<file path="src/core/pdac_pkg.sv">
package pdac_pkg;

    // Peripheral address space, data buffer, counter and divider widths.
    localparam int          ADDR_W = 7;
    localparam int          DATA_W = 8;
    localparam int          CNT_W  = 8;
    localparam int          DIV_W  = 11;

    // Peripheral addresses of the two duty registers.
    localparam logic [6:0]  ADDR_DUTY_CH0 = 7'h05;
    localparam logic [6:0]  ADDR_DUTY_CH1 = 7'h06;

    // Reset values. The duty registers have no defined power-on value, so zero is used.
    localparam logic [7:0]  DUTY_RST      = 8'h00;
    localparam logic [7:0]  RDATA_RST     = 8'h00;
    localparam logic        MODE_PORT     = 1'b0;
    localparam logic        MODE_PWM      = 1'b1;

    // Mode control bit positions.
    localparam int          MODE_BIT_CH0  = 0;
    localparam int          MODE_BIT_CH1  = 1;

    // Timing.
    localparam int          SYS_CLK_HZ    = 250_000_000;
    localparam int          BASE_CLK_HZ   = 225_000;
    localparam int          BASE_DIV      = SYS_CLK_HZ / BASE_CLK_HZ;
    localparam logic [10:0] DIV_LAST      = 11'(BASE_DIV - 1);
    localparam logic [10:0] QUARTER_CYC   = 11'(BASE_DIV / 4);
    localparam int          PHASE_CH0     = 0;
    localparam int          PHASE_CH1     = BASE_DIV / 2;
    localparam logic [7:0]  CNT_LAST      = 8'hff;

    // Open-drain pin: the pin is only ever pulled low.
    typedef struct packed {
        logic o;
        logic oe;
    } pdac_pin_s;

    localparam pdac_pin_s   PIN_RST       = '{o: 1'b0, oe: 1'b0};

endpackage

</file>
<file path="src/core/pdac_channel.sv">
`timescale 1ns/100ps
module pdac_channel #(
    parameter int PHASE = 0
) (
    // Clock and reset
    input  wire logic       mclk,
    input  wire logic       rstn,
    // Duty value
    input  wire logic [7:0] duty,
    // Modulated level
    output logic            level
);

    logic [10:0] div_r;
    logic [10:0] div_nxt;
    logic [7:0]  cnt_r;
    logic [7:0]  cnt_nxt;
    logic        level_r;
    logic        level_nxt;

    // The divider keeps running through halt and chip-enable reset, so the waveform never stalls.
    always_comb begin
        div_nxt   = div_r + 11'h001; // RQ3
        cnt_nxt   = cnt_r;
        if (div_r == pdac_pkg::DIV_LAST) begin // RQ10
            div_nxt = 11'h000;
            cnt_nxt = (cnt_r == pdac_pkg::CNT_LAST) ? 8'h00 : cnt_r + 8'h01; // RQ11
        end
        // High while duty exceeds the count, plus a quarter step when they are equal.
        level_nxt = (duty > cnt_r) || // RQ4
                    ((duty == cnt_r) && (div_r < pdac_pkg::QUARTER_CYC)); // RQ5
    end

    always_ff @(posedge mclk or negedge rstn) begin
        if (!rstn) begin
            div_r   <= 11'(PHASE); // RQ6
            cnt_r   <= 8'h00;
            level_r <= 1'b0;
        end else begin
            div_r   <= div_nxt;
            cnt_r   <= cnt_nxt; // RQ2
            level_r <= level_nxt;
        end
    end

    assign level = level_r;

endmodule

</file>
<file path="src/core/pdac_top.sv">
// Function
// RQ1: Each pin independently selects port output or modulated output by mode bit.
// RQ2: Output period is 256 base-clock cycles, duty adjustable in 256 steps.
// RQ3: Base clock of 225 kHz derived per channel advances its duty counter.
// RQ4: Pin high while duty register exceeds eight-bit count, low while below.
// RQ5: Quarter-step offset added, so a short high pulse appears at duty zero.
// RQ6: Both base clocks share frequency but run with a fixed phase offset.
// RQ7: Duty registers load independently from data buffer at addresses 05h and 06h.
// RQ8: Power-on reset forces port mode; duty registers hold an arbitrary value.
// RQ9: Clock stop forces port mode with latch value; duty registers keep contents.
// RQ10: Halt and chip-enable reset leave configuration and waveform untouched.
// RQ11: Counters wrap from maximum to zero; port mode drives the output latch.
`timescale 1ns/100ps
module pdac_top (
    // Clock and power-on reset
    input  wire logic                mclk,
    input  wire logic                rstn,
    // Peripheral access through the data buffer
    input  wire logic [6:0]          periph_addr,
    input  wire logic [7:0]          periph_wdata,
    input  wire logic                periph_wr,
    input  wire logic                periph_rd,
    output logic [7:0]               periph_rdata,
    // Pin mode control and general-purpose output latch
    input  wire logic                mode_wr,
    input  wire logic [1:0]          mode_wdata,
    output logic [1:0]               mode_state,
    input  wire logic [1:0]          port_latch,
    // Clock stop instruction
    input  wire logic                clock_stop,
    // Open-drain pins
    output pdac_pkg::pdac_pin_s      port1_bit1_pin,
    output pdac_pkg::pdac_pin_s      port1_bit2_pin
);

    logic [7:0]          duty_reg_ch0_r;
    logic [7:0]          duty_reg_ch0_nxt;
    logic [7:0]          duty_reg_ch1_r;
    logic [7:0]          duty_reg_ch1_nxt;
    logic [7:0]          rdata_r;
    logic [7:0]          rdata_nxt;
    logic [1:0]          mode_r;
    logic [1:0]          mode_nxt;
    logic                modulated_out_ch0;
    logic                modulated_out_ch1;
    pdac_pkg::pdac_pin_s pin_ch0_r;
    pdac_pkg::pdac_pin_s pin_ch0_nxt;
    pdac_pkg::pdac_pin_s pin_ch1_r;
    pdac_pkg::pdac_pin_s pin_ch1_nxt;

    // An open-drain pin pulls low for a low level and releases for a high level.
    function automatic pdac_pkg::pdac_pin_s drive_od(input logic level);
        pdac_pkg::pdac_pin_s p;
        p.o  = 1'b0;
        p.oe = ~level;
        return p;
    endfunction

    // Pin level select between output latch and modulated signal.
    function automatic logic pick(input logic mode, input logic latch, input logic pwm);
        return (mode == pdac_pkg::MODE_PWM) ? pwm : latch;
    endfunction

    // Duty registers and read-back.
    always_comb begin
        duty_reg_ch0_nxt = duty_reg_ch0_r;
        duty_reg_ch1_nxt = duty_reg_ch1_r;
        rdata_nxt        = rdata_r;
        if (periph_wr && (periph_addr == pdac_pkg::ADDR_DUTY_CH0)) begin
            duty_reg_ch0_nxt = periph_wdata; // RQ7
        end
        if (periph_wr && (periph_addr == pdac_pkg::ADDR_DUTY_CH1)) begin
            duty_reg_ch1_nxt = periph_wdata; // RQ7
        end
        // Reads of any other address return zero rather than a stale value.
        if (periph_rd) begin
            unique case (periph_addr)
                pdac_pkg::ADDR_DUTY_CH0: rdata_nxt = duty_reg_ch0_r;
                pdac_pkg::ADDR_DUTY_CH1: rdata_nxt = duty_reg_ch1_r;
                default:                 rdata_nxt = pdac_pkg::RDATA_RST;
            endcase
        end
    end

    always_ff @(posedge mclk or negedge rstn) begin
        if (!rstn) begin
            duty_reg_ch0_r <= pdac_pkg::DUTY_RST; // RQ8
            duty_reg_ch1_r <= pdac_pkg::DUTY_RST;
            rdata_r        <= pdac_pkg::RDATA_RST;
        end else begin
            // Clock stop does not touch these, so duty values survive it.
            duty_reg_ch0_r <= duty_reg_ch0_nxt; // RQ9
            duty_reg_ch1_r <= duty_reg_ch1_nxt;
            rdata_r        <= rdata_nxt;
        end
    end

    // Pin mode. Clock stop wins over a mode write in the same cycle.
    always_comb begin
        mode_nxt = mode_r;
        if (mode_wr) begin
            mode_nxt = mode_wdata; // RQ1
        end
        if (clock_stop) begin
            mode_nxt = {pdac_pkg::MODE_PORT, pdac_pkg::MODE_PORT}; // RQ9
        end
    end

    always_ff @(posedge mclk or negedge rstn) begin
        if (!rstn) begin
            mode_r <= {pdac_pkg::MODE_PORT, pdac_pkg::MODE_PORT}; // RQ8
        end else begin
            mode_r <= mode_nxt;
        end
    end

    pdac_channel #(
        .PHASE (pdac_pkg::PHASE_CH0)
    ) u_ch0 (
        .mclk  (mclk),
        .rstn  (rstn),
        .duty  (duty_reg_ch0_r),
        .level (modulated_out_ch0)
    );

    pdac_channel #(
        .PHASE (pdac_pkg::PHASE_CH1)
    ) u_ch1 (
        .mclk  (mclk),
        .rstn  (rstn),
        .duty  (duty_reg_ch1_r),
        .level (modulated_out_ch1)
    );

    // Pin drivers, registered so the pads never see select glitches.
    always_comb begin
        pin_ch0_nxt = drive_od(pick(mode_r[pdac_pkg::MODE_BIT_CH0],
                                    port_latch[pdac_pkg::MODE_BIT_CH0],
                                    modulated_out_ch0)); // RQ11
        pin_ch1_nxt = drive_od(pick(mode_r[pdac_pkg::MODE_BIT_CH1],
                                    port_latch[pdac_pkg::MODE_BIT_CH1],
                                    modulated_out_ch1)); // RQ1
    end

    always_ff @(posedge mclk or negedge rstn) begin
        if (!rstn) begin
            pin_ch0_r <= pdac_pkg::PIN_RST;
            pin_ch1_r <= pdac_pkg::PIN_RST;
        end else begin
            pin_ch0_r <= pin_ch0_nxt;
            pin_ch1_r <= pin_ch1_nxt;
        end
    end

    assign port1_bit1_pin = pin_ch0_r;
    assign port1_bit2_pin = pin_ch1_r;
    assign periph_rdata   = rdata_r;
    assign mode_state     = mode_r;

endmodule

</file>
<file path="config.mk">
export PLATFORM = sky130hd
export DESIGN_NAME = pdac_top
export DESIGN_NICKNAME = d
export VERILOG_FILES = /design/src/core/pdac_pkg.sv /design/src/core/pdac_channel.sv /design/src/core/pdac_top.sv
export SDC_FILE = /design/constraint.sdc
export NUM_CORES = 1
export LEC_CHECK = 0
export BUFFER_PORTS_ARGS = -buffer_cell sky130_fd_sc_hd__buf_2
export CORE_ASPECT_RATIO = 1.75
export CORE_MARGIN = 8
export CORE_UTILIZATION = 46
export CTS_CLUSTER_SIZE = 16
export DETAILED_ROUTE_END_ITERATION = 16
export GPL_ROUTABILITY_DRIVEN = 0
export PLACE_DENSITY_LB_ADDON = 0.08
export SLEW_MARGIN = 20
export SYNTH_ARGS = -nofsm -noshare
export SYNTH_HDL_FRONTEND = slang
export SYNTH_HIERARCHICAL = 1
export SYNTH_SLANG_ARGS = --single-unit
</file>
<file path="constraint.sdc">
create_clock -name mclk -period 2.7 [get_ports mclk]
set_clock_uncertainty 0.05 [all_clocks]
set_input_delay 0.675 -clock mclk [delete_from_list [all_inputs] [get_ports mclk]]
set_output_delay 0.675 -clock mclk [all_outputs]
set_load 0.1 [all_outputs]
</file>
# --- Word level (Yosys, flattened, before mapping) ---
# Cells that the tools add are included.
totals:
  elab_cells: 46
  input_bits: 25
  register_bits: 68
  out_inout_bits: 14
classes:
  muxes: 9
  eq_ne: 8
  n_reduce_logical: 7
  n_addsub: 4
  n_bitwise: 2
  order_cmp: 4
op_table:
  columns: ["op", "n"]
  rows:
  - ["$add A11 B1 Y11 const B", 2]
  - ["$eq A11 B11 Y1 const B", 2]
  - ["$lt A11 B9 Y1 const B", 2]
  - ["$mux W11", 2]
  - ["$add A8 B1 Y8 const B", 2]
  - ["$eq A8 B8 Y1", 2]
  - ["$eq A8 B8 Y1 const B", 2]
  - ["$gt A8 B8 Y1", 2]
  - ["$mux W8", 2]
  - ["$pmux W8 S2", 1]
  - ["$eq A7 B3 Y1 const B", 2]
  - ["$logic_and A1 B1 Y1", 4]
  - ["$mux W2", 2]
  - ["$logic_or A1 B1 Y1", 2]
  - ["$mux W1", 2]
  - ["$not A1 Y1", 2]
  - ["$reduce_bool A2 Y1", 1]

# --- Longest topological paths before layout ---
# Gate-level depths: netlist of run 1.
depth:
  word_depth: 3
  ltp_mapped: 7
  depth_no_buf: 6

# --- By module ---
# Netlist of run 1, hierarchy kept.
by_module_without_submodules:
  columns: ["module", "cells_per_inst", "area_each_um2", "n_inst"]
  rows:
  - ["pdac_top", 87, 1184.9, 1]
  - ["pdac_channel at u_ch1", 123, 1181.1, 1]
  - ["pdac_channel at u_ch0", 123, 1174.9, 1]

# --- Worst setup path after synthesis of run 1 ---
# No wires, ideal clock.
synth_timing:
  path_type: "register -> register"
  start: "register u_ch1.div_r[1]"
  end: "register u_ch1.cnt_r[7]"
  synth_period_minus_slack_ps: 1848
  slack_ps: 852
  arrival_ps: 1667
  t_required_ps: 2519
  setup_ps: 131
  path_stages_with_launch: 6
  path_cell_list: "dfstp_2 -> ha_1 -> nand2b_1 -> or4_4 -> o31ai_4 -> o41ai_2"
synth_via:
  elab_chain_len: 1
synth_lines:
  columns: ["element", "line", "source"]
  rows:
  - ["from (decl)", "pdac_channel.sv:14", "logic [10:0] div_r;"]
  - ["from (signal assigned)", "pdac_channel.sv:36", "div_r <= 11'(PHASE);"]
  - ["from (signal assigned)", "pdac_channel.sv:40", "div_r <= div_nxt;"]
  - ["$eq A11 B11 Y1", "pdac_channel.sv:25", "if (div_r == pdac_pkg::DIV_LAST) begin"]
  - ["to (signal assigned)", "pdac_channel.sv:41", "cnt_r <= cnt_nxt;"]
  - ["to (decl)", "pdac_channel.sv:16", "logic [7:0] cnt_r;"]
# No other way between the ends.
# A chain may end at the register's enable or synchronous reset.

# --- Final worst setup path of run 1 ---
# Ends and elaborated chain as after synthesis.

==> flow_summary.ini, run 1 <==
[run_status]
outcome = finished clean

[logic_synthesis]
synth_seq_area_share_pct = 48.2
synth_top_cell_by_area = dfrtp_1
async_reset_ff_share_pct = 100
avgSynthCellArea_um2 = 10.6
synth_edf_count = 0
synthTopCellsByArea = dfrtp_1, ha_1, mux2_2
synth-seq-cells = 68
synth-warning-count = 6
synth_top_area_share_pct = 44.5
syn_inst = 333
syn_area_um2 = 3540
synth_cell_types = 39
ys.flop_type = dfrtp_1

[pwr]
p_int_mw = 1.94
peakVddDrop_mv = 0.538
switchingPower_uw = 612
power.total_mw = 2.55
p_sw_share_pct = 23.9
leakage_nw = 1.92
p_seq_share_pct = 42.2
clkPwrFrac_pct = 48.8
power_density_nw_per_um2 = 612
comb_power_share_pct = 9.0

[route]
drtIter0Drc = 107
drtPass1Iterations = 4
via_count = 2582
route.detailed.drc = 0
wl_um = 7690
wl_per_cell_um = 16.3
drt-vias-per-instance = 5.46
ant_nets = 0

[worst_setup_path]
critPathMaxFanout = 5
crit_required_ns = 2.86
crit_type = reg -> reg
end_kind = flop
critPathArrivalTime_ns = 2.09
worstSetupStartpointType = flop

[final_layout]
diodes = 0
fillers = 706
area_growth_pct = 17.8
nets = 427
drive_gt1_share_pct = 23.6
final_util_pct = 55.5

[sta]
final-hold-violation-count = 0
rsz0062_at_grt = false
min_period_over_period_pct = 71.8
final_max_slew_viol_count = 0
setup-violations-final = 0
holdWs_ns = 0.0990
fin_crit_ns = 1.94
setup_ws_ns = 0.760
fmax_mhz = 516
fin_tns_setup_ns = 0

[clock_network]
cts_resized = 0
cts.sinks = 68
cts_tree = yes
clk_latency_ns = 0.34
postCtsHoldBufs = 0
postCtsSetupBuffers = 0
cts_buffer_depth = 2
numCtsBuffers = 9
root_buffer = clkbuf_16
clkTransAtPathRegs_ns = 0.06
htree_levels = 3

[global_routing]
antenna_found_initial = 0
grt_pass1_wl_um = 13300
grt_max_degree = 65
grt_util_all_layers_pct = 15.9
first_global_vias = 2744
gr-total-overflow = 0

[place]
io_buffer_count = 36
hpwl_um = 5910
dpl_worst_slack_ns = 0.778

[floorplanning]
fp.dieW_um = 82.3
die_h_um = 132
num_rows = 42
initial_core_util_pct = 47.1
ios = 39
core_area_um2 = 7510
die_area_um2 = 10900

[min_path]
hold_path.class = in -> async

[run]
max_cap_violations = 0
[sequential cells by signal, summed over array words and instances, names as in the netlist]
register / flops
mode_state: 2
port1_bit2_pin: 1
port1_bit1_pin: 1
duty_reg_ch0_r: 8
u_ch1/level: 1
u_ch0/level: 1
u_ch0/cnt_r: 8
u_ch0/div_r: 11
periph_rdata: 8
duty_reg_ch1_r: 8
u_ch1/cnt_r: 8
u_ch1/div_r: 11
[layer usage]
layer / GRT usage [%] / part of all wire (%) / vias up
met2: 28.5 / 59 / 23
met1: 16.2 / 37 / 1284
li1: - / - / 1264
met4: 6.88 / 1.8 / 0
met3: 3.96 / 2.8 / 11
met5: 0 / 0 / -
[per-stage QoR]
| stage | cell area (um^2) | instances |
|---|---|---|
| finish | 4170 | 473 |
| global route | 4170 | 473 |
| CTS | 4170 | 473 |
| detailed placement | 3850 | 457 |
| global placement | 3850 | 457 |
| floorplan | 3540 | 334 |
[power groups by stage]
| stage | registers, mW | clock network (mW) | logic, mW |
|---|---|---|---|
| 3_3_place_gp | 1.10 | 0 | 0.230 |
| 6_report | 1.08 | 1.25 | 0.229 |
| 4_1_cts | 1.08 | 1.28 | 0.234 |
| 3_5_place_dp | 1.10 | 0 | 0.233 |
| 2_1_floorplan | 1.13 | 0 | 0.113 |
| 5_1_grt | 1.08 | 1.31 | 0.256 |
[area by class of cell]
| class | instances | area, um^2 | area share [%] |
|---|---|---|---|
| flip-flops and latches | 68 | 1710 | 40.9 |
| multi-input cells | 233 | 1700 | 40.8 |
| repair buffers | 42 | 238 | 5.70 |
| clock buffers | 10 | 229 | 5.49 |
| well taps | 88 | 110 | 2.64 |
| inverters | 26 | 97.6 | 2.34 |
| clock inverters | 6 | 88.8 | 2.13 |
[cells in the mapped netlist (4+ instances only)]
| cell type | count |
|---|---|
| dfrtp_1 | 63 |
| ha_1 | 22 |
| a21oi_1 | 12 |
| and3_1 | 6 |
| o21a_1 | 4 |
| nor3_1 | 4 |
| dfstp_2 | 5 |
| nand2_1 | 22 |
| o22ai_1 | 8 |
| nand4_1 | 12 |
| xnor2_1 | 16 |
| nor2_1 | 28 |
| buf_2 | 4 |
| nand3_1 | 19 |
| o21ai_0 | 8 |
| mux2i_1 | 4 |
| xor2_1 | 8 |
| a22oi_1 | 8 |
| mux2_2 | 16 |
| o21ai_1 | 6 |
| inv_1 | 26 |
[cell families (layout without fill, tap and decap cells)]
group,Yosys count,in the layout,synth area share [%]
other cells,1,2,0.106
simple gates,113,113,17.8
xor+xnor,24,24,5.94
flops,68,68,48.2
buf+inv,33,84,3.85
mux,20,20,6.22
fa+ha+maj,22,22,7.77
compound gates,52,52,10.1
[critical path: stages, from the launching register on]
cell and delay, ns:
dfstp_2 0.56, ha_1 0.15, nand2b_1 0.08, or4_4 0.60, o31ai_4 0.27, o41ai_2 0.10
[placed cells by master, fill, tap and decap left out, types with 4 or more instances in the layout]
cell	count
a22oi_1	8
and3_1	6
o21ai_1	6
ha_1	22
buf_2	36
o22ai_1	8
mux2i_1	4
mux2_2	16
clkbuf_16	9
nand3_1	19
nor2_1	28
o21a_1	4
dfrtp_1	63
nand4_1	12
inv_1	26
o21ai_0	8
xnor2_1	16
dfstp_2	5
nand2_1	22
nor3_1	4
xor2_1	8
buf_4	5
a21oi_1	12
[final timing paths]
kind | endpoint | slack [ns] | cells past startpoint | start
min in group mclk | port1_bit1_pin[0]$_DFF_PN0_ | 0.37 | 1 | u_ch0/level$_DFF_PN0_
setup reg to reg | u_ch1/cnt_r[7]$_DFFE_PN0N_ | 0.76 | 5 | u_ch1/div_r[1]$_DFF_PN1_
setup / recovery | u_ch1/cnt_r[7]$_DFFE_PN0N_ | 0.76 | 5 | u_ch1/div_r[1]$_DFF_PN1_
hold / removal | port1_bit2_pin[0]$_DFF_PN0_ | 0.1 | 1 | rstn
max in group asynchronous | u_ch1/div_r[3]$_DFF_PN1_ | 1.90 | 2 | rstn
hold reg to reg | port1_bit1_pin[0]$_DFF_PN0_ | 0.37 | 1 | u_ch0/level$_DFF_PN0_
Note: power is estimated with default switching activity, not from simulation.
==> run 2: changes to the inputs <==
==> constraint.sdc (replaced) <==
create_clock -name mclk -period 1.77 [get_ports mclk]
set_clock_uncertainty 0.05 [all_clocks]
set_input_delay 0.4425 -clock mclk [delete_from_list [all_inputs] [get_ports mclk]]
set_output_delay 0.4425 -clock mclk [all_outputs]
set_load 0.1 [all_outputs]
==> flow_summary.ini, run 2 (synthesized netlist as in run 1, its figures left out) <==
[final_layout]
final_area_um2 = 4380
diodes = 0
nets = 455
fillers = 703
layout_commonest_cell = dfrtp_1
area_growth_pct = 23.6
final_cells = 501
layout_common_cells = dfrtp_1, buf_2, buf_4
reg.largest.list = u_ch0/div_r: 11 flops, u_ch1/div_r: 11 flops
drive_gt1_share_pct = 29.1

[route]
wl_per_cell_um = 16.2
route.detailed.drc = 0
drtIter0Drc = 82
ant_nets = 0
wl_um = 8120
via_count = 2702
drt-vias-per-instance = 5.39
drtPass1Iterations = 4

[sta]
rsz0062_at_grt = true
final_max_slew_viol_count = 0
setup_ws_ns = -0.00325
min_period_over_period_pct = 100
final-hold-violation-count = 0
fin_crit_ns = 1.77
fmax_mhz = 564
setup-violations-final = 2

[global_routing]
gr-total-overflow = 0
grt_max_degree = 51
grt_util_all_layers_pct = 16.1
antenna_found_initial = 0
first_global_vias = 2867
grt_pass1_wl_um = 13400

[run]
max_cap_violations = 0

[pwr]
peakVddDrop_mv = 0.489
leakage_nw = 2.05
power_density_nw_per_um2 = 840

[floorplanning]
initial_core_util_pct = 47.1
num_rows = 42
fp.dieW_um = 82.3
die_area_um2 = 10900
core_area_um2 = 7510
ios = 39
die_h_um = 132

[place]
place_area_um2 = 4030
hpwl_um = 6280
dp_cells = 481
io_buffer_count = 36

[clock_network]
numCtsBuffers = 9
clk_latency_ns = 0.33
postCtsHoldBufs = 0
root_buffer = clkbuf_16
cts.sinks = 68
cts_tree = yes
htree_levels = 3
clkTransAtPathRegs_ns = 0.05
cts_buffer_depth = 2

[worst_setup_path]
crit_required_ns = 1.97
worstSetupStartpointType = flop
critPathMaxFanout = 5
crit_type = reg -> reg
reg2reg_depth = 5
end_kind = flop
critPathArrivalTime_ns = 1.97

[run_status]
outcome = finished with violations
violations = setup timing

[min_path]
hold_path.class = in -> async
## run 2: changes by cell type in the layout (fill, tap and decap cells not counted), moves of 2 or more
cell | before | now
buf_4 | 5 | 33
clkbuf_8 | 0 | 3
bufinv_16 | 2 | 0
clkbuf_1 | 1 | 3
clkinvlp_4 | 2 | 0
## run 2: metrics by stage
stage	setup slack [ns]	total power [mW]	hold slack, ns	utilization [%]	TNS [ns]
2_1_floorplan	0.0123	1.89	0.0969	-	0
3_3_place_gp	0.00346	2.02	0.354	53.7	0
3_5_place_dp	-0.0159	2.03	0.371	53.7	-0.0217
4_1_cts	-0.0126	3.72	0.0669	57.7	-0.0126
5_1_grt	-0.0796	3.82	0.0911	58.3	-0.255
6_report	-0.00325	3.68	0.0545	58.3	-0.00345
## run 2: what timing repair did
action	in CTS	in global routing
resized for setup	1	4
setup endpoints to repair	4	8
buffers inserted	1	3
cloned	0	0
pin swaps	3	4
## run 2: worst paths after layout
kind / start / endpoint / slack (ns)
worst max-delay path: u_ch1/div_r[1]$_DFF_PN1_ / u_ch1/cnt_r[5]$_DFFE_PN0N_ / -0.003
worst min-delay path: rstn / u_ch1/div_r[4]$_DFF_PN0_ / 0.05
min in group mclk: clock_stop / mode_state[1]$_DFFE_PN0P_ / 0.23
worst max register to register: u_ch1/div_r[1]$_DFF_PN1_ / u_ch1/cnt_r[5]$_DFFE_PN0N_ / -0.003
worst min register to register: u_ch1/level$_DFF_PN0_ / port1_bit2_pin[0]$_DFF_PN0_ / 0.37
max in group asynchronous: rstn / u_ch1/div_r[1]$_DFF_PN1_ / 1.32
## run 2: area by class of cell
cell class | count | area [um^2] | share of cell area [%]
clock inverters | 1 | 5.00 | 0.114
flip-flops and latches | 68 | 1710 | 39.0
repair buffers | 70 | 448 | 10.2
multi-input cells | 233 | 1730 | 39.6
well taps | 88 | 110 | 2.52
clock buffers | 15 | 278 | 6.34
inverters | 26 | 97.6 | 2.23
## run 2: where the power goes
part           total [mW]  internal [mW]  leakage (nW)  switching, mW
combinational       0.349          0.123          1.01          0.226
clock                1.68           1.06         0.140          0.619
sequential           1.65           1.61         0.895         0.0361
total                3.68           2.80          2.05          0.881
## run 2: per-layer routing
layer  wire length [um]  GRT usage, %
met2               4910          30.2
met5                  0             0
met1               2850          15.5
met4                184          7.86
met3                175          3.01
## run 2: worst max-delay path: stages, from the launching register on
cell	delay (ns)
dfstp_2	0.55
ha_4	0.14
nand2b_4	0.05
or4_4	0.56
o21a_1	0.21
a31oi_1	0.13
